$ cat config.mk
export PLATFORM = sky130hd
export DESIGN_NAME = cmd_priv_filter
export DESIGN_NICKNAME = d
export VERILOG_FILES = /design/src/rtl/cmd_priv_pkg.sv /design/src/rtl/whitelist_match.sv /design/src/rtl/cmd_priv_filter.sv
export VERILOG_INCLUDE_DIRS = /design/src /design/src/rtl
export SDC_FILE = /design/constraint.sdc
export NUM_CORES = 1
export LEC_CHECK = 0
export ABC_AREA = 1
export BUFFER_PORTS_ARGS = -buffer_cell sky130_fd_sc_hd__buf_2
export CAP_MARGIN = 20
export CORE_MARGIN = 3
export CORE_UTILIZATION = 55
export CTS_BUF_LIST = sky130_fd_sc_hd__clkbuf_8
export CTS_CLUSTER_SIZE = 20
export DETAILED_ROUTE_END_ITERATION = 12
export PLACE_DENSITY = 0.73
export SETUP_SLACK_MARGIN = 0.3
export SLEW_MARGIN = 25
export SYNTH_ARGS = -nofsm -noshare
export SYNTH_HDL_FRONTEND = slang
export SYNTH_SLANG_ARGS = --single-unit
$ cat constraint.sdc
create_clock -name ref_clk -period 16.25 [get_ports ref_clk]
set_clock_uncertainty 0.05 [all_clocks]
set_input_delay 3.25 -clock ref_clk [delete_from_list [all_inputs] [get_ports ref_clk]]
set_output_delay 3.25 -clock ref_clk [all_outputs]
set_load 0.01 [all_outputs]
$ cat src/rtl/cmd_priv_regs.svh
/*
  constants for the command privilege filter: offsets, masks, counts.
  assumes inclusion by bare name from design and bench files.
*/
`ifndef CMD_PRIV_REGS_SVH
`define CMD_PRIV_REGS_SVH

`define PERF_OBS_CTRL_OFFS 23'h002B00
`define PWL_ENTRIES 12
`define REG_OFFS_W 23
`define ENGINE_MMIO_BASE 23'h002000
`define ENGINE_MMIO_MASK 23'h7FF000
`define ARB_UNIT_BASE 23'h004000
`define ARB_UNIT_MASK 23'h7FF000
`define DISPLAY_BASE 23'h060000
`define DISPLAY_MASK 23'h7E0000
`define HW_WL_0 23'h002358
`define HW_WL_1 23'h002B00
`define HW_WL_2 23'h0024D0
`define HW_WL_3 23'h0024D4

`endif

$ cat src/rtl/cmd_priv_pkg.sv
/*
  types shared by the privilege filter, the command source model and the bench.
  assumes the constants header is included where offsets are needed.
*/
package cmd_priv_pkg;
  typedef enum logic [4:0] {
    op_noop = 5'h00,
    op_batch_jump = 5'h01,
    op_reg_load_imm = 5'h02,
    op_reg_load_reg = 5'h03,
    op_reg_load_mem = 5'h04,
    op_reg_store_mem = 5'h05,
    op_indexed_store = 5'h06,
    op_store_imm = 5'h07,
    op_semaphore = 5'h08,
    op_pipe_ctrl = 5'h09,
    op_flush = 5'h0A,
    op_user_intr = 5'h0B,
    op_mem_copy = 5'h0C,
    op_perf_report = 5'h0D,
    op_ctx_set = 5'h0E,
    op_gtt_update = 5'h0F,
    op_display_flip = 5'h10,
    op_arb_on_off = 5'h11,
    op_atomic = 5'h12,
    op_other = 5'h1F
  } cmd_op_e;

  typedef enum logic [2:0] {
    verdict_exec = 3'h1,
    verdict_noop = 3'h2,
    verdict_limit = 3'h4
  } verdict_e;

  typedef enum logic [2:0] {
    st_idle = 3'b001,
    st_check = 3'b010,
    st_skip = 3'b100
  } filt_state_e;
endpackage

$ cat src/rtl/whitelist_match.sv
/*
  whitelist matcher: hardwired non-privileged list plus programmable entries.
  assumes entries are written by the filter; offsets compared at full width.
*/
`include "cmd_priv_regs.svh"
`timescale 1ns/1ps
`default_nettype none

module whitelist_match #(
  parameter int ENTRIES = `PWL_ENTRIES
) (
  input wire logic ref_clk,
  input wire logic rst,
  input wire logic wr_en,
  input wire logic [3:0] wr_idx,
  input wire logic [`REG_OFFS_W-1:0] wr_offs,
  input wire logic wr_kernel,
  input wire logic wr_valid,
  input wire logic [`REG_OFFS_W-1:0] look_offs,
  output logic hw_hit,
  output logic user_hit,
  output logic kernel_hit
);
  // ****************************************
  // programmable entries
  // ****************************************
  logic [`REG_OFFS_W-1:0] offs_r [ENTRIES];
  logic [ENTRIES-1:0] kern_r;
  logic [ENTRIES-1:0] valid_r;
  logic [ENTRIES-1:0] u_vec;
  logic [ENTRIES-1:0] k_vec;

  // power-context storage; only cleared by a full reset
  always_ff @(posedge ref_clk or posedge rst) begin
    if (rst) begin
      for (int i = 0; i < ENTRIES; i++) begin
        offs_r[i] <= '0;
      end
      kern_r <= '0;
      valid_r <= '0;
    end else if (wr_en && (32'(wr_idx) < ENTRIES)) begin
      offs_r[wr_idx] <= wr_offs;
      kern_r[wr_idx] <= wr_kernel; // user/kernel selector bit
      valid_r[wr_idx] <= wr_valid;
    end
  end

  // full offset compare, split by selector bit
  always_comb begin
    for (int i = 0; i < ENTRIES; i++) begin
      u_vec[i] = valid_r[i] && !kern_r[i] && (offs_r[i] == look_offs);
      k_vec[i] = valid_r[i] && kern_r[i] && (offs_r[i] == look_offs);
    end
  end

  assign user_hit = |u_vec;
  assign kernel_hit = |k_vec;
  // hardwired non-privileged list
  assign hw_hit = (look_offs == `HW_WL_0) || (look_offs == `HW_WL_1) ||
                  (look_offs == `HW_WL_2) || (look_offs == `HW_WL_3);
endmodule

`default_nettype wire

$ cat src/rtl/cmd_priv_filter.sv
/*
  command privilege filter inside the command parser: classifies buffers,
  judges each command against buffer privilege and issuing function.
  assumes the parser presents one decoded command at a time with its length,
  and holds it while cmd_valid is high and cmd_ready is low.
*/
`include "cmd_priv_regs.svh"
`timescale 1ns/1ps
`default_nettype none

module cmd_priv_filter #(
  parameter int LEN_W = 8
) (
  input wire logic ref_clk,
  input wire logic rst,
  input wire logic vf_enable_set,
  output logic vf_enable,
  input wire logic ctx_attr_load,
  input wire logic [5:0] ctx_attr_func,
  input wire logic display_vf,
  input wire logic batch_push,
  input wire logic batch_global,
  input wire logic batch_pop,
  input wire logic [3:0] batch_depth_in,
  input wire logic cmd_valid,
  output logic cmd_ready,
  input wire cmd_priv_pkg::cmd_op_e cmd_op,
  input wire logic [LEN_W-1:0] cmd_len,
  input wire logic cmd_global,
  input wire logic cmd_global2,
  input wire logic cmd_index,
  input wire logic cmd_reg_wr,
  input wire logic [`REG_OFFS_W-1:0] cmd_reg_offs,
  input wire logic cmd_notify,
  output cmd_priv_pkg::verdict_e verdict,
  output logic verdict_valid,
  output logic flush_out,
  output logic [LEN_W-1:0] skip_len,
  output logic guc_intr,
  output logic pf_intr,
  input wire logic ctx_switch,
  output logic csb_update,
  input wire logic display_event,
  output logic display_to_pf,
  input wire logic pwl_wr,
  input wire logic pwl_wr_by_pf,
  input wire logic [3:0] pwl_idx,
  input wire logic [`REG_OFFS_W-1:0] pwl_offs,
  input wire logic pwl_kernel,
  input wire logic pwl_valid,
  output logic [3:0] nest_level,
  output logic buf_priv
);
  // ****************************************
  // function and buffer privilege state
  // ****************************************
  logic vf_enable_r;
  logic [5:0] func_r;
  logic is_vf;
  logic priv_r;
  logic [15:0] priv_stack_r;
  logic [3:0] depth_r;
  logic batch_priv_nxt;

  // conventional reset leaves no virtual function
  always_ff @(posedge ref_clk or posedge rst) begin
    if (rst) begin
      vf_enable_r <= 1'b0;
      func_r <= 6'h00;
    end else begin
      if (vf_enable_set) vf_enable_r <= 1'b1;
      if (ctx_attr_load) func_r <= ctx_attr_func; // issuing function from attribute
    end
  end

  assign is_vf = vf_enable_r && (func_r != 6'h00);
  assign vf_enable = vf_enable_r;

  // global table => privileged; child limited by parent
  assign batch_priv_nxt = batch_global && priv_r;

  // ring level is privileged; stack holds parent levels
  always_ff @(posedge ref_clk or posedge rst) begin
    if (rst) begin
      priv_r <= 1'b1;
      priv_stack_r <= 16'h0000;
      depth_r <= 4'h0;
    end else if (ctx_attr_load) begin
      priv_r <= 1'b1;
      depth_r <= 4'h0;
    end else if (batch_push && depth_r != 4'hF) begin
      priv_stack_r[depth_r] <= priv_r;
      priv_r <= batch_priv_nxt;
      depth_r <= depth_r + 4'h1;
    end else if (batch_pop && depth_r != 4'h0) begin
      priv_r <= priv_stack_r[depth_r - 4'h1];
      depth_r <= depth_r - 4'h1;
    end
  end

  assign nest_level = depth_r;
  assign buf_priv = priv_r;

  // ****************************************
  // register whitelist
  // ****************************************
  logic hw_hit;
  logic user_hit;
  logic kernel_hit;
  logic pwl_wr_ok;

  // only PF driver or microcontroller may program the list
  assign pwl_wr_ok = pwl_wr && pwl_wr_by_pf;

  whitelist_match #(.ENTRIES(`PWL_ENTRIES)) u_wl (
    .ref_clk(ref_clk),
    .rst(rst),
    .wr_en(pwl_wr_ok),
    .wr_idx(pwl_idx),
    .wr_offs(pwl_offs),
    .wr_kernel(pwl_kernel),
    .wr_valid(pwl_valid),
    .look_offs(cmd_reg_offs),
    .hw_hit(hw_hit),
    .user_hit(user_hit),
    .kernel_hit(kernel_hit)
  );

  logic is_perf_obs;
  logic in_engine;
  logic in_arb;
  logic in_disp;
  logic user_ok;
  logic vf_kern_ok;
  logic reg_ok;

  assign is_perf_obs = cmd_reg_offs == `PERF_OBS_CTRL_OFFS;
  assign in_engine = (cmd_reg_offs & `ENGINE_MMIO_MASK) == `ENGINE_MMIO_BASE;
  assign in_arb = (cmd_reg_offs & `ARB_UNIT_MASK) == `ARB_UNIT_BASE;
  assign in_disp = (cmd_reg_offs & `DISPLAY_MASK) == `DISPLAY_BASE;
  // perf observation control excluded from the user list
  assign user_ok = (hw_hit || user_hit) && !is_perf_obs;
  // VF kernel: user list, kernel entries, own engine only where listed, arbiter, display
  assign vf_kern_ok = user_ok || (kernel_hit && !is_perf_obs) ||
                      (in_engine && (hw_hit || kernel_hit) && !is_perf_obs)
                      || in_arb
                      || (display_vf && in_disp);

  // PF kernel reaches all unprivileged only user list
  assign reg_ok = !priv_r ? user_ok : (is_vf ? vf_kern_ok : 1'b1);

  // ****************************************
  // command verdict
  // ****************************************
  cmd_priv_pkg::verdict_e verdict_nxt;
  logic flush_nxt;
  logic guc_nxt;
  logic pf_int_nxt;

  always_comb begin
    verdict_nxt = cmd_priv_pkg::verdict_exec;
    flush_nxt = 1'b0;
    guc_nxt = 1'b0;
    pf_int_nxt = 1'b0;
    unique case (cmd_op)
      cmd_priv_pkg::op_reg_load_imm, cmd_priv_pkg::op_reg_load_reg: begin
        if (!reg_ok) verdict_nxt = cmd_priv_pkg::verdict_noop;
      end
      cmd_priv_pkg::op_reg_load_mem: begin
        if ((!priv_r && cmd_global) || !reg_ok) begin
          verdict_nxt = cmd_priv_pkg::verdict_noop;
        end
      end
      cmd_priv_pkg::op_reg_store_mem, cmd_priv_pkg::op_store_imm, cmd_priv_pkg::op_atomic,
      cmd_priv_pkg::op_semaphore: begin
        // an unprivileged store, atomic or semaphore stays off the global table
        if (!priv_r && cmd_global) verdict_nxt = cmd_priv_pkg::verdict_noop;
      end
      cmd_priv_pkg::op_indexed_store, cmd_priv_pkg::op_flush: begin
        if ((!priv_r && (cmd_global || cmd_index)) || (cmd_index && cmd_global && is_vf)) begin
          verdict_nxt = cmd_priv_pkg::verdict_noop;
        end
      end
      cmd_priv_pkg::op_pipe_ctrl: begin
        flush_nxt = 1'b1;
        if ((cmd_reg_wr && !reg_ok) || (!priv_r && (cmd_global || cmd_index)) ||
            (cmd_index && cmd_global && is_vf)) begin
          verdict_nxt = cmd_priv_pkg::verdict_limit;
        end
        guc_nxt = cmd_notify && is_vf;
        pf_int_nxt = cmd_notify && !is_vf;
      end
      cmd_priv_pkg::op_user_intr: begin
        guc_nxt = is_vf;
        pf_int_nxt = !is_vf;
      end
      cmd_priv_pkg::op_mem_copy: begin
        if (!priv_r && (cmd_global || cmd_global2)) begin
          verdict_nxt = cmd_priv_pkg::verdict_noop;
        end
      end
      cmd_priv_pkg::op_perf_report: begin
        if (cmd_global && (is_vf || !priv_r)) verdict_nxt = cmd_priv_pkg::verdict_noop;
      end
      cmd_priv_pkg::op_ctx_set: begin
        if (!priv_r) verdict_nxt = cmd_priv_pkg::verdict_noop;
      end
      cmd_priv_pkg::op_gtt_update, cmd_priv_pkg::op_display_flip,
      cmd_priv_pkg::op_arb_on_off: begin
        if (!priv_r || is_vf) verdict_nxt = cmd_priv_pkg::verdict_noop;
      end
      default: verdict_nxt = cmd_priv_pkg::verdict_exec;
    endcase
  end

  // ****************************************
  // verdict handshake
  // ****************************************
  cmd_priv_pkg::filt_state_e state_r;
  cmd_priv_pkg::filt_state_e state_nxt;
  cmd_priv_pkg::verdict_e verdict_r;
  logic [LEN_W-1:0] skip_len_r;
  logic flush_r;
  logic guc_r;
  logic pf_int_r;

  // one verdict per command, then a cycle to consume it
  always_comb begin
    state_nxt = state_r;
    unique case (state_r)
      cmd_priv_pkg::st_idle: if (cmd_valid) state_nxt = cmd_priv_pkg::st_check;
      cmd_priv_pkg::st_check: state_nxt = cmd_priv_pkg::st_skip;
      cmd_priv_pkg::st_skip: state_nxt = cmd_priv_pkg::st_idle;
      default: state_nxt = cmd_priv_pkg::st_idle;
    endcase
  end

  assign cmd_ready = state_r == cmd_priv_pkg::st_skip;

  always_ff @(posedge ref_clk or posedge rst) begin
    if (rst) begin
      state_r <= cmd_priv_pkg::st_idle;
      verdict_r <= cmd_priv_pkg::verdict_exec;
      skip_len_r <= '0;
      flush_r <= 1'b0;
      guc_r <= 1'b0;
      pf_int_r <= 1'b0;
    end else begin
      state_r <= state_nxt;
      flush_r <= 1'b0;
      guc_r <= 1'b0;
      pf_int_r <= 1'b0;
      if (state_r == cmd_priv_pkg::st_check) begin
        verdict_r <= verdict_nxt; // compare precedes any write
        skip_len_r <= cmd_len; // full length consumed even on no-op
        flush_r <= flush_nxt;
        guc_r <= guc_nxt;
        pf_int_r <= pf_int_nxt;
      end
    end
  end

  assign verdict = verdict_r;
  assign verdict_valid = cmd_ready;
  assign skip_len = skip_len_r;
  assign flush_out = flush_r;
  assign guc_intr = guc_r;
  assign pf_intr = pf_int_r;

  // ****************************************
  // status page and display events
  // ****************************************
  logic csb_r;
  logic disp_r;

  // status page interrupt writes assume software keeps them masked
  always_ff @(posedge ref_clk or posedge rst) begin
    if (rst) begin
      csb_r <= 1'b0;
      disp_r <= 1'b0;
    end else begin
      csb_r <= ctx_switch && !is_vf;
      disp_r <= display_event; // PF only; microcontroller may forward
    end
  end

  assign csb_update = csb_r;
  assign display_to_pf = disp_r;

  // ****************************************
  // checks
  // ****************************************
  a_child_priv_limit: assert property (@(posedge ref_clk) disable iff (rst)
    (batch_push && depth_r != 4'hF && !ctx_attr_load && !priv_r) |=> !priv_r)
    else $error("child buffer gained privilege");
  a_perf_obs_block: assert property (@(posedge ref_clk) disable iff (rst)
    (state_r == cmd_priv_pkg::st_check && cmd_op == cmd_priv_pkg::op_reg_load_imm
     && is_perf_obs && (is_vf || !priv_r)) |=> verdict == cmd_priv_pkg::verdict_noop)
    else $error("perf observation write not blocked");
  a_vf_index_noop: assert property (@(posedge ref_clk) disable iff (rst)
    (state_r == cmd_priv_pkg::st_check && cmd_op == cmd_priv_pkg::op_indexed_store
     && cmd_index && cmd_global && is_vf) |=> verdict == cmd_priv_pkg::verdict_noop)
    else $error("VF global index write allowed");
  a_copy_noop: assert property (@(posedge ref_clk) disable iff (rst)
    (state_r == cmd_priv_pkg::st_check && cmd_op == cmd_priv_pkg::op_mem_copy
     && !priv_r && cmd_global2) |=> verdict == cmd_priv_pkg::verdict_noop)
    else $error("unprivileged global copy allowed");
  a_pipe_flush: assert property (@(posedge ref_clk) disable iff (rst)
    (state_r == cmd_priv_pkg::st_check && cmd_op == cmd_priv_pkg::op_pipe_ctrl)
    |=> flush_out ##1 !flush_out)
    else $error("pipe control flush lost");
  a_user_intr_guc: assert property (@(posedge ref_clk) disable iff (rst)
    (state_r == cmd_priv_pkg::st_check && cmd_op == cmd_priv_pkg::op_user_intr && is_vf)
    |=> guc_intr && !pf_intr)
    else $error("VF user interrupt misrouted");
  a_csb_pf_only: assert property (@(posedge ref_clk) disable iff (rst)
    (ctx_switch && is_vf && !$past(ctx_attr_load)) |=> !csb_update)
    else $error("status buffer updated on VF switch");
  a_len_consumed: assert property (@(posedge ref_clk) disable iff (rst)
    (state_r == cmd_priv_pkg::st_check) |=> cmd_ready && skip_len == $past(cmd_len))
    else $error("command length not consumed");
  a_ctx_set_block: assert property (@(posedge ref_clk) disable iff (rst)
    (state_r == cmd_priv_pkg::st_check && cmd_op == cmd_priv_pkg::op_ctx_set && !priv_r)
    |=> verdict == cmd_priv_pkg::verdict_noop)
    else $error("context set in unprivileged buffer");
  a_perf_report_vf: assert property (@(posedge ref_clk) disable iff (rst)
    (state_r == cmd_priv_pkg::st_check && cmd_op == cmd_priv_pkg::op_perf_report
     && cmd_global && is_vf) |=> verdict == cmd_priv_pkg::verdict_noop)
    else $error("VF global perf report allowed");

  c_noop_seen: cover property (@(posedge ref_clk) disable iff (rst)
    verdict_valid && verdict == cmd_priv_pkg::verdict_noop);
  c_limit_seen: cover property (@(posedge ref_clk) disable iff (rst)
    verdict_valid && verdict == cmd_priv_pkg::verdict_limit);
  c_nested: cover property (@(posedge ref_clk) disable iff (rst) depth_r == 4'h2);
  c_vf_guc: cover property (@(posedge ref_clk) disable iff (rst) guc_intr);
endmodule

`default_nettype wire

## Yosys cells after proc, flatten, opt, wreduce, memory -nomap -nowiden

Index checks and enable logic that the tools add are counted.

| word-level totals | value |
|---|---|
| logic and storage cells | 232 |
| bits in registers | 347 |
| output and inout port bits | 24 |

| operators by class | value |
|---|---|
| mux-type cells | 38 |
| equal/unequal tests | 41 |
| bitwise logic cells | 2 |
| $add $sub $neg | 2 |
| reductions and logical operators | 114 |
| magnitude comparators | 8 |

Operator list:

| kind | count |
|---|---|
| $bwmux W276 | 1 |
| $eq A23 B23 Y1 | 12 |
| $demux W23 S4 | 1 |
| $eq A23 B14 Y1 const B | 4 |
| $logic_and A1 B1 Y1 | 72 |
| $eq A5 B4 Y1 const B | 8 |
| $pmux W3 S9 | 1 |
| $bwmux W12 | 2 |
| $reduce_or A12 Y1 | 2 |
| $mux W23 | 1 |
| $eq A5 B3 Y1 const B | 4 |
| $bwmux W16 | 1 |
| $logic_not A1 Y1 | 16 |
| $logic_or A1 B1 Y1 | 16 |
| $mux W2 | 8 |
| $eq A5 B5 Y1 const B | 3 |
| $lt A4 B5 Y1 const B | 3 |
| $mux W1 | 12 |
| $mux W4 | 3 |
| $eq A11 B2 Y1 const B | 1 |
| $eq A11 B3 Y1 const B | 1 |
| $eq A5 B2 Y1 const B | 2 |
| $demux W1 S4 | 2 |
| $ge A4 B1 Y1 const B | 2 |
| other kinds (24) | 27 |

## Depth between registers and ports, before layout

Gate-level depths: netlist of run 1.

| logic depth | value |
|---|---|
| word-level depth | 18 |
| depth in mapped cells | 22 |

## Modules after synthesis

A second synthesis of run 1 with hierarchy kept.

| second synthesis, totals | value |
|---|---|
| cells, all modules | 2480 |
| area total of the unflattened synthesis | 18401.4 µm² |

By module, submodules not included:

| module | area an instance (µm²) | cells an instance | instances |
|---|---|---|---|
| whitelist_match | 15613.7 | 2098 | 1 |
| cmd_priv_filter | 2787.7 | 382 | 1 |

## Worst setup path after synthesis of run 1

Ideal clock, no wire load.

| timing path | value |
|---|---|
| path type | input port to flip-flop |
| start | in cmd_reg_offs[11] |
| end | reg verdict_r[1], in the netlist verdict[1] |
| arrival time | 4.603 ns |
| cell stages on the path | 20 |
| setup slack | 11.481 ns |
| setup time | 0.116 ns |
| cell sequence | buf_2 -> buf_4 -> nand2_1 -> nand2_1 -> nor2_1 -> nand2_1 -> nor2_2 -> nand3_1 -> nor3_2 -> nor2_1 -> nand2_1 -> nor2_1 -> nand2_1 -> nand2_2 -> nand2_2 -> nand2_1 -> nand2_1 -> nand2_1 -> nand2_1 -> nand2_1 |

| on the way | value |
|---|---|
| cells in the longest elaborated chain, start to end | 16 |

Ends and longest elaborated chain:

| item | line | source |
|---|---|---|
| start, declared | cmd_priv_filter.sv:33 | `` input wire logic [`REG_OFFS_W-1:0] cmd_reg_offs, `` |
| parallel branches: the longest is 11 deep, another holds $eq A23 B23 Y1 | n/a |  |
| $mux W1 * | cmd_priv_filter.sv:150 | `assign reg_ok = !priv_r ? user_ok : (is_vf ? vf_kern_ok : 1'b1);` |
| $logic_not A1 Y1 | cmd_priv_filter.sv:170 | `if ((!priv_r && cmd_global) \|\| !reg_ok) begin` |
| $logic_or A1 B1 Y1 | cmd_priv_filter.sv:170 |  |
| $mux W2 | cmd_priv_filter.sv:170 |  |
| $pmux W3 S9 * | cmd_priv_filter.sv:165 | `unique case (cmd_op)` |
| end signal, assigned | cmd_priv_filter.sv:243 | `verdict_r <= cmd_priv_pkg::verdict_exec;` |
| end signal, assigned | cmd_priv_filter.sv:254 | `verdict_r <= verdict_nxt;` |
| end, declared | cmd_priv_filter.sv:221 | `cmd_priv_pkg::verdict_e verdict_r;` |

Mark *: on every way between the ends.
A chain may end at the register's enable or synchronous reset.

## Worst setup path after layout of run 1

| timing path | value |
|---|---|
| start | in pwl_wr |
| end | reg u_wl.offs_r[181] in the netlist's numbering |

| on the way | value |
|---|---|
| cells in the longest elaborated chain, start to end | 2 |

Ends and longest elaborated chain:

| item | line | source |
|---|---|---|
| start, declared | cmd_priv_filter.sv:45 | `input wire logic pwl_wr,` |
| $logic_and A1 B1 Y1 | cmd_priv_filter.sv:113 | `assign pwl_wr_ok = pwl_wr && pwl_wr_by_pf;` |
| $logic_and A1 B1 Y1 | whitelist_match.sv:41 | `end else if (wr_en && (32'(wr_idx) < ENTRIES)) begin` |
| end signal, assigned by index | whitelist_match.sv:42 | `offs_r[wr_idx] <= wr_offs;` |
| end, declared | whitelist_match.sv:27 | `` logic [`REG_OFFS_W-1:0] offs_r [ENTRIES]; `` |

Every way passes these cells.

==> run summary, run 1 <==
Setup violations, final -> 0
Routed wire length per instance -> 17.5 µm
Fin. max-slew vios -> 0
Net Count, Synth -> 2587
Highest achievable clock rate -> 194 MHz
Transition time at the pin with the least slew margin -> 985 ps
Post-synthesis sequential element count -> 347
Post-Syn Area -> 0.0182 mm²
Clock-pin slew reported for the worst setup and hold paths after clock tree synthesis -> 60 ps
Count of pins on the block boundary -> 117
Part of the total power dissipated in sequential elements -> 46.8%
Drt drc -> 0
Clock tree from TritonCTS -> done
Final net count -> 2633
HPWL Detailed -> 35000 µm
Detailed Route Iter0 Violations -> 1557
Stage delay of the slowest cell on the critical path -> 920 ps
Die Y-Extent -> 188 µm
Final-layout setup total negative slack -> 0 ps
RSZ-0062 raised after global routing -> no
Port buffer count -> 112
Clk Latency, worst-skew pair -> 620 ps
Global-route wire length before repair -> 82600 µm
Power density relative to cell area -> 126 mW/mm²
Worst slew margin -> 34.4%
Switching portion of total power -> 33.0%
Number of gates resized after cts -> 0
Leading register cell type out of synthesis -> sky130_fd_sc_hd__dfrtp_1
Global routing usage summed across all routing layers -> 29.9%
Worst EP required -> 16680 ps
Sink Count -> 347
Area enclosed by the die boundary -> 0.0353 mm²
Parity-gate share of the synthesized area counting xor and xnor cells -> 4.86%
Leakage power total -> 0.0103 µW
Number of antenna diodes -> 0
Share of the synthesized area in compound gates (AO/OA/AOI/OAI) -> 11.4%
Total clock buffers created by CTS -> 59
Main combinational cell family by area after synthesis -> simple AND/OR/NAND/NOR gates
Setup crit end kind -> flip-flop
Critical setup path kind -> input port to flip-flop
Routed via count -> 16000
Area share of and/or/nand/nor cells after synthesis -> 26.7%
Post-placement setup slack -> 10460 ps
Final Critical Period -> 5160 ps
Power dissipated by switching net loads -> 829 µW
Final hold vios -> 0
Placed instance count -> 2908
Proportion of synthesized chip area in sequential cells -> 47.7%
Cell-internal power -> 1690 µW
Clock H-tree levels -> 2
Final Wtd Congestion -> 0.940
CP startpoint kind -> input port
Outcome -> finished, final reports clean
Master cell of the clock root buffer -> sky130_fd_sc_hd__clkbuf_8
Detailed-routing iteration count for the pre-antenna-repair pass -> 5
Power share of the combinational group -> 21.8%
Final clock period utilization by the worst path -> 31.7%
CP arrival -> 5590 ps
Share of final-layout standard cells stronger than drive strength 1 -> 9.51%
Cells along the critical path -> buf_2 > nand2_1 > nor2_2 > nand3_2 > o21ai_0
Area added between synthesis and finish -> 9.99%
Standard-cell row count -> 65
Initial antenna violation count -> 0
Count of antenna-violating nets left after detailed routing -> 0
Minimum setup slack in the final design -> 11090 ps
Final wirelength -> 52800 µm
Mux cell area share after synthesis -> 0%
Number of distinct library cells after synthesis -> 38
CP max FO -> 50
Max Cap Violations -> 0
Starting density of the core -> 56.7%
Asr flop ratio synth -> 100%
Total core area -> 0.0321 mm²
Number of cells in the finished layout apart from fillers -> 3012
Via count normalized by instance count -> 5.32
Remaining Overflow, GRT -> 0
Die span in x -> 188 µm
EDFF count, synth -> 0
Adder-cell share of the synthesized area -> 0.344%
Slowest cell on the critical path -> sky130_fd_sc_hd__nand3_2
Count of yosys warnings during synthesis -> 0
Maximum clock path buffer count -> 3
Hold buffer count at CTS -> 0
Post-CTS setup buffers -> 0
Count of mapped cells out of synthesis -> 2489
Maximum number of pins on one net before global-route repair -> 176
Maximum VDD drop -> 0.0759 mV
Proportion of power drawn by the clock network -> 31.5%
Class of the worst hold path -> flip-flop to flip-flop
Via count of the first global-routing pass -> 14900
Average instance area after synthesis -> 7.32 µm²
Register-to-register setup slack -> 13560 ps
==> cells by family after synthesis <==
kind of cell             Yosys count
XOR/XNOR                         101
adder cells (fa/ha/maj)            5
flip-flops                       347
AO/OA/AOI/OAI                    403
AND/OR/NAND/NOR                 1241
buffers and inverters            392
==> cell type report <==
cell class                      instances  area (µm²)
Tap cell                              435         544
Sequential cell                       347        8690
Fill cell                            2908       12100
Clock buffer                           80        1100
Inverter                              257         975
Multi-Input combinational cell       1750        7970
Clock inverter                         23        92.6
Timing Repair Buffer                  120         653
==> worst paths after layout <==
kind                                               from                           end  cells after the start
max in group asynchronous                           rst   u_wl.offs_r[36]$_DFFE_PP0P_                      5
hold / removal             priv_stack_r[15]$_DFFE_PP0P_  priv_stack_r[15]$_DFFE_PP0P_                      0
hold reg to reg            priv_stack_r[15]$_DFFE_PP0P_  priv_stack_r[15]$_DFFE_PP0P_                      0
min in group asynchronous                           rst     nest_level[1]$_DFFE_PP0P_                      2
setup reg to reg              nest_level[0]$_DFFE_PP0P_          buf_priv$_DFFE_PP1P_                      7
setup / recovery                                 pwl_wr  u_wl.offs_r[181]$_DFFE_PP0P_                      5
==> layer usage <==
layer  global-route usage [%]  wire [µm]
met4                     10.7       1910
met3                     6.99       4640
met5                        0          0
met1                     41.3      22700
met2                     46.4      23600
==> cell usage after synthesis (4+ instances only) <==
cell type,instances,share of area (%)
sky130_fd_sc_hd__nand4_1,27,0.93
sky130_fd_sc_hd__nand2_1,926,19
sky130_fd_sc_hd__dfrtp_1,344,47
sky130_fd_sc_hd__o21ai_0,350,9.6
sky130_fd_sc_hd__buf_2,11,0.30
sky130_fd_sc_hd__buf_6,13,0.80
sky130_fd_sc_hd__clkbuf_1,96,2.0
sky130_fd_sc_hd__nand3_1,41,1.1
sky130_fd_sc_hd__buf_4,15,0.62
sky130_fd_sc_hd__inv_2,13,0.27
sky130_fd_sc_hd__nor4_1,8,0.27
sky130_fd_sc_hd__xnor2_1,43,2.1
sky130_fd_sc_hd__o211ai_1,4,0.16
sky130_fd_sc_hd__xor2_1,58,2.8
sky130_fd_sc_hd__nor2_2,8,0.27
sky130_fd_sc_hd__ha_1,5,0.34
sky130_fd_sc_hd__a21oi_1,16,0.44
sky130_fd_sc_hd__o21ai_1,16,0.44
sky130_fd_sc_hd__inv_1,243,5.0
sky130_fd_sc_hd__nor2_1,211,4.3
sky130_fd_sc_hd__o22ai_1,5,0.17
sky130_fd_sc_hd__nor3_1,14,0.38
==> sequential cells by signal, summed over array words and instances (netlist names), 3 cells and up <==
register and cells:
u_wl.kern_r 12, verdict 3, nest_level 4, skip_len 8, u_wl.offs_r 276, priv_stack_r 16
state_r 3, u_wl.valid_r 12, func_r 6
==> critical path: cells and delay by family <==
kind                   cells  cell delay (ps)
AND/OR/NAND/NOR            3             1700
AO/OA/AOI/OAI              1              510
buffers and inverters      1               80
==> power by group through the flow <==
stage,registers [µW],logic (µW),clock network [µW]
6_report,1180,547,791
2_1_floorplan,1160,404,0
3_5_place_dp,1190,543,0
3_3_place_gp,1180,526,0
5_1_grt,1200,636,841
4_1_cts,1170,546,798
==> metrics by stage <==
stage | util (%) | hold WS, ps | power, µW | cell area, µm²
2_1_floorplan | - | 380 | 1570 | 18200
3_3_place_gp | 58.4 | 323 | 1700 | 18800
3_5_place_dp | 58.4 | 322 | 1730 | 18800
4_1_cts | 62.1 | 336 | 2520 | 19900
5_1_grt | 62.3 | 347 | 2680 | 20000
6_report | 62.3 | 328 | 2510 | 20000
==> layout by cell type (no fill, tap or decap), drive strengths merged, types with 4 or more instances in the layout <==
| cell type | instances |
|---|---|
| nand2 | 928 |
| o21ai | 366 |
| dfrtp | 344 |
| inv | 275 |
| nor2 | 219 |
| buf | 120 |
| clkbuf | 80 |
| xor2 | 58 |
| xnor2 | 43 |
| nand3 | 42 |
| nand4 | 27 |
| a21oi | 16 |
| nor3 | 15 |
| nor4 | 8 |
| o22ai | 5 |
| ha | 5 |
| clkinv | 5 |
| o211ai | 4 |
Power figures use the tool's default switching activity.
==> run 2: changes to the inputs <==
--- a/config.mk
+++ b/config.mk
@@ -6,7 +6,7 @@
 export SDC_FILE = /design/constraint.sdc
 export NUM_CORES = 1
 export LEC_CHECK = 0
-export ABC_AREA = 1
+export ABC_AREA = 0
 export BUFFER_PORTS_ARGS = -buffer_cell sky130_fd_sc_hd__buf_2
 export CAP_MARGIN = 20
 export CORE_MARGIN = 3
==> constraint.sdc (replaced) <==
create_clock -name ref_clk -period 5.3 [get_ports ref_clk]
set_clock_uncertainty 0.05 [all_clocks]
set_input_delay 1.06 -clock ref_clk [delete_from_list [all_inputs] [get_ports ref_clk]]
set_output_delay 1.06 -clock ref_clk [all_outputs]
set_load 0.01 [all_outputs]
==> run 2 against run 1 <==
Against the previous run:
- synthesized cell count decreased by 41%
- global-route usage fell by 1.6 points
- clock-buffer cell count shrank 8
- sequential power increased to 3.0 times the previous value
- critical endpoint is now verdict[1]$_DFFE_PP0N_
- clock power rose to 3.0 times the previous value
- area after synthesis shrank 1.1%
- sequential cell count stayed put
==> run summary, run 2 <==
Clock H-tree levels -> 2
CP startpoint kind -> input port
Class of the worst hold path -> flip-flop to flip-flop
Via count of the first global-routing pass -> 12500
Detailed-routing iteration count for the pre-antenna-repair pass -> 6
Adder-cell share of the synthesized area -> 0.347%
Final net count -> 1644
Detailed Route Iter0 Violations -> 1100
Maximum VDD drop -> 0.234 mV
Maximum clock path buffer count -> 3
Count of yosys warnings during synthesis -> 0
Fin. max-slew vios -> 0
Global-route wire length before repair -> 75400 µm
Count of pins on the block boundary -> 117
Count of mapped cells out of synthesis -> 1480
EDFF count, synth -> 0
Top register by number of flip-flops -> u_wl.offs_r
HPWL Detailed -> 30300 µm
Top post-synthesis cells by count -> sky130_fd_sc_hd__dfrtp_1 (344), sky130_fd_sc_hd__mux2_2 (318), sky130_fd_sc_hd__xnor2_1 (196)
Final hold vios -> 0
Max Cap Violations -> 0
Commonest non-fill, non-tap cells in the layout -> sky130_fd_sc_hd__dfrtp_1 (344), sky130_fd_sc_hd__mux2_2 (318), sky130_fd_sc_hd__xnor2_1 (196)
Final-layout setup total negative slack -> 0 ps
Count of antenna-violating nets left after detailed routing -> 0
Critical setup path kind -> input port to flip-flop
Area enclosed by the die boundary -> 0.0350 mm²
Final clock period utilization by the worst path -> 60.8%
Clock-pin slew reported for the worst setup and hold paths after clock tree synthesis -> 60 ps
Number of flip-flops under the largest register name -> 276
Clk Latency, worst-skew pair -> 620 ps
Share of final-layout standard cells stronger than drive strength 1 -> 34.6%
RSZ-0062 raised after global routing -> no
Final Critical Period -> 3220 ps
Drt drc -> 0
Remaining Overflow, GRT -> 0
Dominant cell by count in the synthesized netlist -> sky130_fd_sc_hd__dfrtp_1
Highest achievable clock rate -> 310 MHz
Number of gates resized after cts -> 0
Mux cell area share after synthesis -> 20.5%
Master cell of the clock root buffer -> sky130_fd_sc_hd__clkbuf_8
Port buffer count -> 112
Share of the synthesized area in compound gates (AO/OA/AOI/OAI) -> 2.24%
Total core area -> 0.0319 mm²
Proportion of synthesized chip area in sequential cells -> 48.2%
Most common library cell in the layout ignoring fill and taps -> sky130_fd_sc_hd__dfrtp_1
Average instance area after synthesis -> 12.2 µm²
CP arrival -> 3660 ps
Parity-gate share of the synthesized area counting xor and xnor cells -> 13.8%
Die Y-Extent -> 187 µm
Via count normalized by instance count -> 6.10
Standard-cell row count -> 65
Area share of the largest cell type after synthesis -> 47.8%
Setup violations, final -> 0
Leading register cell type out of synthesis -> sky130_fd_sc_hd__dfrtp_1
Clock tree from TritonCTS -> done
Setup crit end kind -> flip-flop
Largest area contributor in the synthesized netlist -> sky130_fd_sc_hd__dfrtp_1
Main combinational cell family by area after synthesis -> multiplexers
Total power of the final layout -> 7680 µW
Worst slew margin -> 44.4%
CP max FO -> 14
Final Wtd Congestion -> 0.921
Routed wire length per instance -> 24.7 µm
Die span in x -> 187 µm
Worst EP required -> 5730 ps
Final wirelength -> 50000 µm
Asr flop ratio synth -> 100%
Largest registers in the final layout -> u_wl.offs_r x276, priv_stack_r x16
Post-placement setup slack -> 1490 ps
Outcome -> finished, final reports clean
Maximum number of pins on one net before global-route repair -> 132
Number of distinct library cells after synthesis -> 64
Post-synthesis sequential element count -> 347
Post-CTS setup buffers -> 0
Sink Count -> 347
Global routing usage summed across all routing layers -> 28.3%
Number of antenna diodes -> 0
Transition time at the pin with the least slew margin -> 832 ps
Power density relative to cell area -> 391 mW/mm²
Total clock buffers created by CTS -> 57
Starting density of the core -> 56.5%
Hold buffer count at CTS -> 0
Routed via count -> 12400
Post-Syn Area -> 0.0180 mm²
Initial antenna violation count -> 1
Most area-consuming cells after synthesis -> sky130_fd_sc_hd__dfrtp_1 (48%), sky130_fd_sc_hd__mux2_2 (20%), sky130_fd_sc_hd__xnor2_1 (9.5%)
Minimum setup slack in the final design -> 2080 ps
Area share of and/or/nand/nor cells after synthesis -> 10.2%
Area added between synthesis and finish -> 9.22%
Net Count, Synth -> 1578
Leakage power total -> 0.00852 µW
## run 2: cell types whose count changed in the layout (fill, tap and decap cells not counted), moves of 9 or more
cell,previous run,this run
sky130_fd_sc_hd__nand2_1,926,76
sky130_fd_sc_hd__nor4_1,8,46
sky130_fd_sc_hd__o21ai_0,350,13
sky130_fd_sc_hd__nand4_1,27,87
sky130_fd_sc_hd__o21ai_1,16,0
sky130_fd_sc_hd__xnor2_1,43,196
sky130_fd_sc_hd__nor2_1,210,32
sky130_fd_sc_hd__nand3_1,33,9
sky130_fd_sc_hd__xor2_1,58,86
sky130_fd_sc_hd__inv_2,13,0
sky130_fd_sc_hd__nand2b_1,0,9
sky130_fd_sc_hd__inv_1,260,35
sky130_fd_sc_hd__mux2_2,0,318
## run 2: logic make-up (layout without fill, tap and decap cells)
family,Yosys count,after routing
xor+xnor,283,283
simple gates,332,332
buf+inv,131,242
flops,347,347
compound gates,58,58
fa+ha+maj,5,5
mux,324,324
## run 2: metal layers
layer | vias to the layer above | part of all wire (%) | global-route usage (%)
met3 | 129 | 7.8 | 4.22
met5 | - | 0 | 0
met4 | 0 | 3.6 | 10.1
met2 | 574 | 48 | 47.1
li1 | 5351 | - | -
met1 | 6300 | 41 | 38.0
## run 2: path summary, 6_finish.rpt
path                                         startpoint                            to  slack [ps]  depth (start not counted)
max                                    cmd_reg_offs[17]        verdict[1]$_DFFE_PP0N_        2080                          9
min                        priv_stack_r[15]$_DFFE_PP0P_  priv_stack_r[15]$_DFFE_PP0P_         330                          0
max reg2reg                u_wl.offs_r[178]$_DFFE_PP0P_        verdict[1]$_DFFE_PP0N_        2670                          8
min reg2reg                priv_stack_r[15]$_DFFE_PP0P_  priv_stack_r[15]$_DFFE_PP0P_         330                          0
max in group asynchronous                           rst  u_wl.valid_r[11]$_DFFE_PP0P_        3370                          3
min in group asynchronous                           rst       skip_len[5]$_DFFE_PP0N_         560                          2
## run 2: worst max-delay path: stages
cell and delay (ps):
sky130_fd_sc_hd__buf_2 510, sky130_fd_sc_hd__xnor2_1 240, sky130_fd_sc_hd__nand4_1 120, sky130_fd_sc_hd__or4b_2 670, sky130_fd_sc_hd__nor3_1 450, sky130_fd_sc_hd__or4_1 210
sky130_fd_sc_hd__o31ai_1 130, sky130_fd_sc_hd__a21oi_1 170, sky130_fd_sc_hd__o22ai_1 80
## run 2: cell type report
type                            instances  area [µm²]
Clock buffer                           72         991
Clock inverter                         32         194
Fill cell                            2626       12200
Inverter                               14        56.3
Multi-Input combinational cell       1002        8520
Sequential cell                       347        8690
Tap cell                              435         544
Timing Repair Buffer                  124         676
## run 2: report_power, final
group          leakage, µW  switching [µW]  internal, µW
logic              0.00341             838           851
clock network     0.000689            1100          1320
registers          0.00442             382          3200
total              0.00852            2320          5370
## run 2: stage by stage
stage	area [µm²]	std cells	hold slack [ps]	utilization, %
after detailed placement	18500	1922	322	58.0
after global placement	18500	1922	317	57.9
after global routing	19700	2026	355	61.7
final	19700	2026	333	61.7
after floorplan	18000	1480	375	-
after CTS	19700	2026	336	61.7
